===== src/logic/event_timestamp_map.vh =====
// register offsets, field positions, reset values and timing for the sample capture registers
`ifndef EVENT_TIMESTAMP_MAP_VH
`define EVENT_TIMESTAMP_MAP_VH

// register byte offsets
`define SAMPLE7_NANOSECONDS_OFS 16'h059C
`define SAMPLE7_SECONDS_OFS     16'h05A0
`define SAMPLE7_PHASE_OFS       16'h05A4
`define SAMPLE8_NANOSECONDS_OFS 16'h05A8
`define SAMPLE8_SECONDS_OFS     16'h05AC

// unit index pointer position in the global unit index register
`define UNIT_PTR_BIT            8

// nanoseconds register fields
`define NSEC_EDGE_BIT           30
`define NSEC_FIELD_MSB          29
`define NSEC_FIELD_W            30

// seconds and phase fields
`define SEC_FIELD_W             32
`define PHASE_FIELD_W           3

// reset values
`define NSEC_RESET              30'h0000_0000
`define SEC_RESET               32'h0000_0000
`define PHASE_RESET             3'h0
`define EDGE_RESET              1'h0

// slot codes within one base period
`define SLOT_CODE_1ST           3'h0
`define SLOT_CODE_2ND           3'h1
`define SLOT_CODE_3RD           3'h2
`define SLOT_CODE_4TH           3'h3
`define SLOT_CODE_5TH           3'h4

// timing, in nanoseconds
`define CLK_PERIOD_NS           4
`define BASE_PERIOD_NS          40
`define SLOT_PERIOD_NS          8

// recorded sample numbers held here, counted from zero
`define SAMPLE7_INDEX           4'h6
`define SAMPLE8_INDEX           4'h7
`define SAMPLE_COUNT_MAX        4'h8

`endif


===== src/logic/capture_sample_slot.v =====
// one recorded sample: edge direction, nanoseconds, seconds and slot code
`include "event_timestamp_map.vh"

module capture_sample_slot (
    // clock and reset
    input  wire        i_mclk,
    input  wire        i_rst,
    // capture side
    input  wire        i_load,
    input  wire        i_edge,
    input  wire [29:0] i_nsec,
    input  wire [31:0] i_sec,
    input  wire [2:0]  i_phase,
    // held sample
    output reg         o_edge,
    output reg  [29:0] o_nsec,
    output reg  [31:0] o_sec,
    output reg  [2:0]  o_phase
);

    // fields clear at reset and only change on a capture
    always @(posedge i_mclk) begin
        if (i_rst) begin
            o_edge  <= `EDGE_RESET;
            o_nsec  <= `NSEC_RESET;
            o_sec   <= `SEC_RESET;
            o_phase <= `PHASE_RESET;
        end else if (i_load) begin
            o_edge  <= i_edge;
            o_nsec  <= i_nsec;
            o_sec   <= i_sec;
            o_phase <= i_phase;
        end
    end

endmodule // capture_sample_slot


===== src/logic/event_timestamp_sample_regs.v =====
// seventh and eighth event timestamp sample registers with unit index selection
//
// Overview of operation
// - unit pointer bit 8 selects presented unit
// - bit 30 reports rising one, falling zero
// - nanoseconds held in bits 29:0
// - seconds held in full 31:0 field
// - phase code names 8ns slot in 40ns
// - eighth sample mirrors seventh nanoseconds and seconds words, own addresses, no phase word
`include "event_timestamp_map.vh"

module event_timestamp_sample_regs #(
    parameter NUM_UNITS = 2
) (
    // clock and reset
    input  wire                 i_mclk,
    input  wire                 i_rst,
    // event inputs, one per timestamp unit, synchronous to i_mclk
    input  wire [NUM_UNITS-1:0] i_event,
    input  wire [NUM_UNITS-1:0] i_rearm,
    // time of day from the time base
    input  wire [29:0]          i_tod_nsec,
    input  wire [31:0]          i_tod_sec,
    // global unit index register value
    input  wire [31:0]          i_unit_index_reg,
    // register access port
    input  wire [15:0]          i_reg_addr,
    input  wire                 i_reg_rd,
    input  wire                 i_reg_wr,
    input  wire [31:0]          i_reg_wdata,
    output reg  [31:0]          o_reg_rdata,
    output reg                  o_reg_rvalid
);

    // cycles per base period and per slot, derived from the clock rate
    localparam [31:0] BASE_CYCLES = (`BASE_PERIOD_NS + `CLK_PERIOD_NS - 1) / `CLK_PERIOD_NS;
    localparam [31:0] SLOT_CYCLES = (`SLOT_PERIOD_NS + `CLK_PERIOD_NS - 1) / `CLK_PERIOD_NS;
    localparam [3:0]  BASE_LAST   = BASE_CYCLES[3:0] - 4'h1;
    localparam [3:0]  SLOT_LAST   = SLOT_CYCLES[3:0] - 4'h1;

    // base period divider and slot position
    reg  [3:0] base_cnt_ff;
    reg  [3:0] slot_cnt_ff;
    reg  [2:0] slot_code_ff;

    // per-unit held samples
    wire        s7_edge  [0:NUM_UNITS-1];
    wire [29:0] s7_nsec  [0:NUM_UNITS-1];
    wire [31:0] s7_sec   [0:NUM_UNITS-1];
    wire [2:0]  s7_phase [0:NUM_UNITS-1];
    wire        s8_edge  [0:NUM_UNITS-1];
    wire [29:0] s8_nsec  [0:NUM_UNITS-1];
    wire [31:0] s8_sec   [0:NUM_UNITS-1];

    // read path
    reg  [31:0] nxt_rdata;
    wire        unit_sel;

    // fields of the unit named by the pointer
    wire        sel7_edge;
    wire [29:0] sel7_nsec;
    wire [31:0] sel7_sec;
    wire [2:0]  sel7_phase;
    wire        sel8_edge;
    wire [29:0] sel8_nsec;
    wire [31:0] sel8_sec;

    // writes carry no effect: every field here is read-only
    wire        wr_ignored;
    assign wr_ignored = i_reg_wr & (|i_reg_wdata);

    // divider: ten clocks per 40ns period, slot advances every two clocks
    // free-running from reset, not aligned to the time base's own period
    always @(posedge i_mclk) begin
        if (i_rst) begin
            base_cnt_ff  <= 4'h0;
            slot_cnt_ff  <= 4'h0;
            slot_code_ff <= `SLOT_CODE_1ST;
        end else begin
            if (base_cnt_ff == BASE_LAST) begin
                base_cnt_ff  <= 4'h0;
                slot_cnt_ff  <= 4'h0;
                slot_code_ff <= `SLOT_CODE_1ST;
            end else begin
                base_cnt_ff <= base_cnt_ff + 4'h1;
                if (slot_cnt_ff == SLOT_LAST) begin
                    slot_cnt_ff <= 4'h0;
                    // third slot coded 010; printed 101 collides with reserved codes
                    case (slot_code_ff)
                        `SLOT_CODE_1ST: slot_code_ff <= `SLOT_CODE_2ND;
                        `SLOT_CODE_2ND: slot_code_ff <= `SLOT_CODE_3RD;
                        `SLOT_CODE_3RD: slot_code_ff <= `SLOT_CODE_4TH;
                        `SLOT_CODE_4TH: slot_code_ff <= `SLOT_CODE_5TH;
                        default:        slot_code_ff <= `SLOT_CODE_5TH;
                    endcase
                end else begin
                    slot_cnt_ff <= slot_cnt_ff + 4'h1;
                end
            end
        end
    end

    // per-unit edge detect, sample numbering and the two sample slots
    genvar u;
    generate
        for (u = 0; u < NUM_UNITS; u = u + 1) begin : g_unit
            reg        ev_prev_ff;
            reg  [3:0] sample_cnt_ff;
            wire       ev_edge;
            wire       ev_rise;
            wire       load7;
            wire       load8;
            wire       cnt_full;

            assign ev_edge = i_event[u] ^ ev_prev_ff;
            assign ev_rise = i_event[u] & ~ev_prev_ff;
            assign load7   = ev_edge & (sample_cnt_ff == `SAMPLE7_INDEX);
            assign load8   = ev_edge & (sample_cnt_ff == `SAMPLE8_INDEX);
            // eighth sample taken: later events are dropped until a rearm
            assign cnt_full = (sample_cnt_ff == `SAMPLE_COUNT_MAX);

            // counts recorded samples; saturates once the eighth is taken
            always @(posedge i_mclk) begin
                if (i_rst) begin
                    ev_prev_ff    <= 1'h0;
                    sample_cnt_ff <= 4'h0;
                end else begin
                    ev_prev_ff <= i_event[u];
                    if (i_rearm[u]) begin
                        sample_cnt_ff <= 4'h0;
                    end else if (ev_edge && !cnt_full) begin
                        sample_cnt_ff <= sample_cnt_ff + 4'h1;
                    end
                end
            end

            capture_sample_slot u_sample7 (
                .i_mclk  (i_mclk),
                .i_rst   (i_rst),
                .i_load  (load7),
                .i_edge  (ev_rise),
                .i_nsec  (i_tod_nsec),
                .i_sec   (i_tod_sec),
                .i_phase (slot_code_ff),
                .o_edge  (s7_edge[u]),
                .o_nsec  (s7_nsec[u]),
                .o_sec   (s7_sec[u]),
                .o_phase (s7_phase[u])
            );

            // eighth sample uses the same slot for nanoseconds and seconds at its own offsets; its phase is left unconnected
            capture_sample_slot u_sample8 (
                .i_mclk  (i_mclk),
                .i_rst   (i_rst),
                .i_load  (load8),
                .i_edge  (ev_rise),
                .i_nsec  (i_tod_nsec),
                .i_sec   (i_tod_sec),
                .i_phase (slot_code_ff),
                .o_edge  (s8_edge[u]),
                .o_nsec  (s8_nsec[u]),
                .o_sec   (s8_sec[u]),
                .o_phase ()
            );
        end
    endgenerate

    // unit pointer taken straight from the global index register
    assign unit_sel = i_unit_index_reg[`UNIT_PTR_BIT];

    // one mux per field, so the offset decode below stays flat
    assign sel7_edge  = s7_edge[unit_sel];
    assign sel7_nsec  = s7_nsec[unit_sel];
    assign sel7_sec   = s7_sec[unit_sel];
    assign sel7_phase = s7_phase[unit_sel];
    assign sel8_edge  = s8_edge[unit_sel];
    assign sel8_nsec  = s8_nsec[unit_sel];
    assign sel8_sec   = s8_sec[unit_sel];

    // read mux; reserved bits and unmapped offsets return zero
    always @* begin
        nxt_rdata = 32'h0000_0000;
        case (i_reg_addr)
            `SAMPLE7_NANOSECONDS_OFS: begin
                nxt_rdata[`NSEC_EDGE_BIT]       = sel7_edge;
                nxt_rdata[`NSEC_FIELD_MSB:0]    = sel7_nsec;
            end
            `SAMPLE7_SECONDS_OFS: begin
                nxt_rdata = sel7_sec;
            end
            `SAMPLE7_PHASE_OFS: begin
                nxt_rdata[`PHASE_FIELD_W-1:0]   = sel7_phase;
            end
            `SAMPLE8_NANOSECONDS_OFS: begin
                nxt_rdata[`NSEC_EDGE_BIT]       = sel8_edge;
                nxt_rdata[`NSEC_FIELD_MSB:0]    = sel8_nsec;
            end
            `SAMPLE8_SECONDS_OFS: begin
                nxt_rdata = sel8_sec;
            end
            default: begin
                nxt_rdata = 32'h0000_0000;
            end
        endcase
    end

    // read answer registered one cycle after the strobe
    // a read in the cycle of a capture still returns the older sample
    always @(posedge i_mclk) begin
        if (i_rst) begin
            o_reg_rdata  <= 32'h0000_0000;
            o_reg_rvalid <= 1'h0;
        end else begin
            o_reg_rvalid <= i_reg_rd & ~(wr_ignored & 1'h0);
            if (i_reg_rd) begin
                o_reg_rdata <= nxt_rdata;
            end
        end
    end

endmodule // event_timestamp_sample_regs


===== config.mk =====
export PLATFORM = sky130hd
export DESIGN_NAME = event_timestamp_sample_regs
export DESIGN_NICKNAME = d
export VERILOG_FILES = /design/src/logic/capture_sample_slot.v /design/src/logic/event_timestamp_sample_regs.v
export VERILOG_INCLUDE_DIRS = /design/src /design/src/logic
export SDC_FILE = /design/constraint.sdc
export NUM_CORES = 1
export LEC_CHECK = 0
export BUFFER_PORTS_ARGS = -buffer_cell sky130_fd_sc_hd__buf_2
export CORE_MARGIN = 5
export CORE_UTILIZATION = 45
export DETAILED_ROUTE_END_ITERATION = 7
export PLACE_DENSITY_LB_ADDON = 0.1
export SYNTH_ARGS = -nofsm -noshare
export SYNTH_HDL_FRONTEND = slang
export SYNTH_SLANG_ARGS = --single-unit

===== constraint.sdc =====
create_clock -name i_mclk -period 2.9 [get_ports i_mclk]
set_input_delay 0.145 -clock i_mclk [delete_from_list [all_inputs] [get_ports i_mclk]]
set_output_delay 0.145 -clock i_mclk [all_outputs]
set_load 0.02 [all_outputs]

==> qor.log <==
qor: run_status.run_status finished, final reports clean
qor: floorplan.core.rowCount 62
qor: worst_hold_path.worstHoldStart i_rst
qor: yosys.asyncSetResetFlopFracSynth 0%
qor: clock_network.ctsLongestPathBuffers 3
qor: critical_path.timing.rr.start g_unit[1].ev_prev_ff
qor: route.drt_pre_antenna_iters 4
qor: placed_design.hpwl 21,310 um
qor: clock_network.cts.root.buffer_cell sky130_fd_sc_hd__clkbuf_16
qor: floorplan.start_util 45.31%
qor: clock_network.cts_inserted_buffers 35
qor: yosys.ys_seq_elements 312
qor: floorplan.die_width 179.3 um
qor: sta.worst_pin_slew 0.9414 ns
qor: sta.finalMaxSlewViolations 0
qor: critical_path.crit_slowest_cell sky130_fd_sc_hd__buf_4
qor: yosys.post_synth_num_cell_types 45
qor: critical_path.chain_of_cells_forming_the_critical_path inv_1 > ha_1 > nand3b_1 > buf_4 > nand2_1 > a21oi_1
qor: finish.layout.cells.most_common sky130_fd_sc_hd__nand2_1
qor: clock_network.path_clk_slew 0.06 ns
qor: finish.syn_to_final_growth 20.74%
qor: clock_network.clock-sinks 312
qor: route.drt_wl_total 38,810 um
qor: yosys.synth_area 0.01290 mm2
qor: critical_path.crit_arrival 2.39 ns
qor: finish.most-common-layout-cells sky130_fd_sc_hd__nand2_1, sky130_fd_sc_hd__dfxtp_1, sky130_fd_sc_hd__a21oi_1
qor: yosys.synth_area_leaders sky130_fd_sc_hd__dfxtp_1, sky130_fd_sc_hd__nand2_1, sky130_fd_sc_hd__a21oi_1
qor: floorplan.coreArea 0.02847 mm2
qor: placed_design.port_buffer_cells 118
qor: placed_design.gpl.final_weighted_congestion 0.7643
qor: sta.final_min_period_over_clock_period 67.67%
qor: critical_path.data_required_time_of_the_critical_path 3.32 ns
qor: yosys.synth_top_cell_area_share 48.42%
qor: route.routed_via_density 5.405
qor: sta.fin_setup_tns 0 ns
qor: clock_network.cts.repair_timing.setup_buffer_count 0
qor: route.detailedRoute.firstIterationViolations 890
qor: power_and_ir_drop.leakage_power 5.511 nW
qor: yosys.yosysTopAreaCell sky130_fd_sc_hd__dfxtp_1
qor: route.route.detailed.drc 0
qor: job.cap_viol_max_count 0
qor: critical_path.setup.reg_to_reg.worst_slack 0.94 ns
qor: finish.finalNetCount 1,862
qor: critical_path.path_delay_family buffers and inverters
qor: finish.drive_above_1_share 15.08%
qor: grt.first_pass_grt_wire_length 60,910 um
qor: sta.hold_violations 0
qor: sta.fmax 509.6 MHz
qor: grt.sum_of_overflow_across_all_layers_after_global_routing 0
qor: worst_hold_path.min_delay_worst_endpoint o_reg_rdata[1]
qor: critical_path.crit_buf_inv 2
qor: critical_path.reg2reg_to g_unit[1].u_sample7.o_nsec[14]
qor: sta.unrepaired_setup_endpoints_after_global_routing no
qor: worst_hold_path.min_path_type in2reg
qor: route.routed_wl_met3 2317 um
qor: critical_path.critPathMaxStageDelay 0.74 ns
qor: floorplan.top_level_ports 183
qor: grt.grt_pass1_vias 10.81k
qor: yosys.synth_edf_count 0
qor: grt.grt_antenna_before_repair 6
qor: yosys.synth_flop_cell sky130_fd_sc_hd__dfxtp_1
qor: route.via_count 11.37k
qor: power_and_ir_drop.p_per_area 583.4 mW/mm2
qor: clock_network.insertion_delay 0.52 ns
qor: critical_path.number_of_cells_on_the_worst_reg_to_reg_path 6
qor: yosys.synth-warning-count 0
qor: sta.timing.clock.skew 0.02142 ns
qor: critical_path.cp_max_fo 66
qor: power_and_ir_drop.power.ir.vdd_worst 0.7571 mV
qor: yosys.postSynthCellCount 1,573
qor: clock_network.resized_cells_post_cts 0
qor: critical_path.critPathKind reg2reg
qor: power_and_ir_drop.p_total 9.087 mW
qor: route.met2_wirelength 17,670 um
qor: clock_network.ctsHtreeMaxLevel 2
qor: yosys.synth.avg_cell_area 8.201 um2
qor: route.routed_wire_length_per_instance 18.46 um
qor: sta.setup_viol_count_final 0
qor: sta.final_period_minus_worst_setup_slack 1.962 ns
qor: worst_hold_path.whs_path_depth 2
qor: route.number_of_nets_with_antenna_violations_after_routing 0
qor: floorplan.design.die.area 0.03215 mm2
qor: grt.gr-usage-all-layers 23.91%
qor: route.route.layer.met1.wl 18,160 um
qor: sta.relSlewSlack 37.24%
qor: grt.grt_start_max_net_pins 140
qor: yosys.ys_seq_area_share 48.42%
qor: critical_path.critPathCaptureType register
qor: critical_path.crit_path_start_kind register
qor: clock_network.clock_tree_from_tritoncts yes
qor: yosys.synth.net_count 1,735
qor: floorplan.die_height 179.3 um
qor: route.top_layer_reached_by_signal_wires met5
layer usage:
metal	vias up	global-route usage [%]
met5	-	0
met4	10	5.490
met3	60	3.712
li1	5569	-
met1	5424	34.64
met2	303	37.75
final cells by class:
class,instances,area (um2)
diodes,1,2.502
clock inverters,4,70.07
fillers,2699,12890
inverters,13,48.80
flip-flops and latches,312,6246
clock buffers,51,1028
well taps,384,480.5
repair buffers,207,1554
multi-input cells,1131,6145
power breakdown:
part	internal (mW)	total (mW)	leakage (nW)	switching, mW
Combinational	0.192	0.447	2.46	0.255
Clock	2.61	4.31	0.539	1.70
Sequential	4.31	4.33	2.51	0.0193
Total	7.11	9.09	5.51	1.97
cell usage after synthesis, types with 5 or more instances:
cell type                  number
sky130_fd_sc_hd__nand2_1      549
sky130_fd_sc_hd__dfxtp_1      312
sky130_fd_sc_hd__a21oi_1      264
sky130_fd_sc_hd__clkbuf_1      80
sky130_fd_sc_hd__mux2i_1       69
sky130_fd_sc_hd__mux2_2        57
sky130_fd_sc_hd__o22ai_1       32
sky130_fd_sc_hd__a221oi_1      28
sky130_fd_sc_hd__buf_2         28
sky130_fd_sc_hd__o21ai_0       25
sky130_fd_sc_hd__nor2_1        18
sky130_fd_sc_hd__inv_1         13
sky130_fd_sc_hd__ha_1          12
sky130_fd_sc_hd__nor3_1        12
sky130_fd_sc_hd__nor2b_1        7
sky130_fd_sc_hd__buf_1          5
sky130_fd_sc_hd__nand3_1        5
sky130_fd_sc_hd__xnor2_1        5
flip-flops by register name (all words and copies together), names as in the netlist, 3 cells and up:
register	cells
g_unit.u_sample8.o_nsec	60
o_reg_rdata	32
base_cnt_ff	4
g_unit.u_sample7.o_sec	64
slot_code_ff	3
slot_cnt_ff	4
g_unit.u_sample7.o_nsec	60
g_unit.u_sample8.o_sec	64
g_unit.sample_cnt_ff	8
g_unit.u_sample7.o_phase	6
metrics by stage:
| stage | hold slack (ns) | setup WS (ns) | cell area [um2] | cells | utilization [%] |
|---|---|---|---|---|---|
| 2_1_floorplan | 0.2216 | 1.174 | 12900 | 1573 | - |
| 3_3_place_gp | 0.3626 | 0.9703 | 13800 | 1980 | 48.48 |
| 3_5_place_dp | 0.3648 | 0.9358 | 13800 | 1980 | 48.48 |
| 4_1_cts | 0.07370 | 0.9072 | 15570 | 2102 | 54.70 |
| 5_1_grt | 0.1233 | 0.7501 | 15570 | 2103 | 54.71 |
| 6_report | 0.08691 | 0.9375 | 15570 | 2103 | 54.71 |
worst max-delay path by stage:
stage	slack, ns	cells past startpoint	to	startpoint
2_1_floorplan	1.17	8	g_unit[1].u_sample8.o_nsec[0]	g_unit[1].ev_prev_ff
3_3_place_gp	0.97	7	o_reg_rdata[19]	i_reg_addr[6]
3_5_place_dp	0.94	6	g_unit[1].u_sample7.o_nsec[23]	g_unit[1].ev_prev_ff
4_1_cts	0.91	6	g_unit[1].u_sample7.o_nsec[23]	g_unit[1].ev_prev_ff
5_1_grt	0.75	6	g_unit[1].u_sample7.o_sec[4]	g_unit[1].ev_prev_ff
6_report	0.94	6	g_unit[1].u_sample7.o_nsec[14]	g_unit[1].ev_prev_ff
cell families (layout without fill, tap and decap cells):
family	count (synthesis)	in the layout	share of synthesized area, %
adders and majority gates	12	12	1.164
buffers and inverters	130	275	4.132
AOI/OAI and AO/OA	365	365	15.56
muxes	129	129	10.85
DFF	312	312	48.42
and+or+nand+nor	616	616	19.26
xor gates and xnor gates	9	9	0.6110
other	0	1	0
timing repair:
item / CTS / global route
hold buffers: 67 / 0
endpoints found under the setup margin: 0 / 0
endpoints found under the hold margin: 261 / 0
Power figures use the tool's default switching activity.
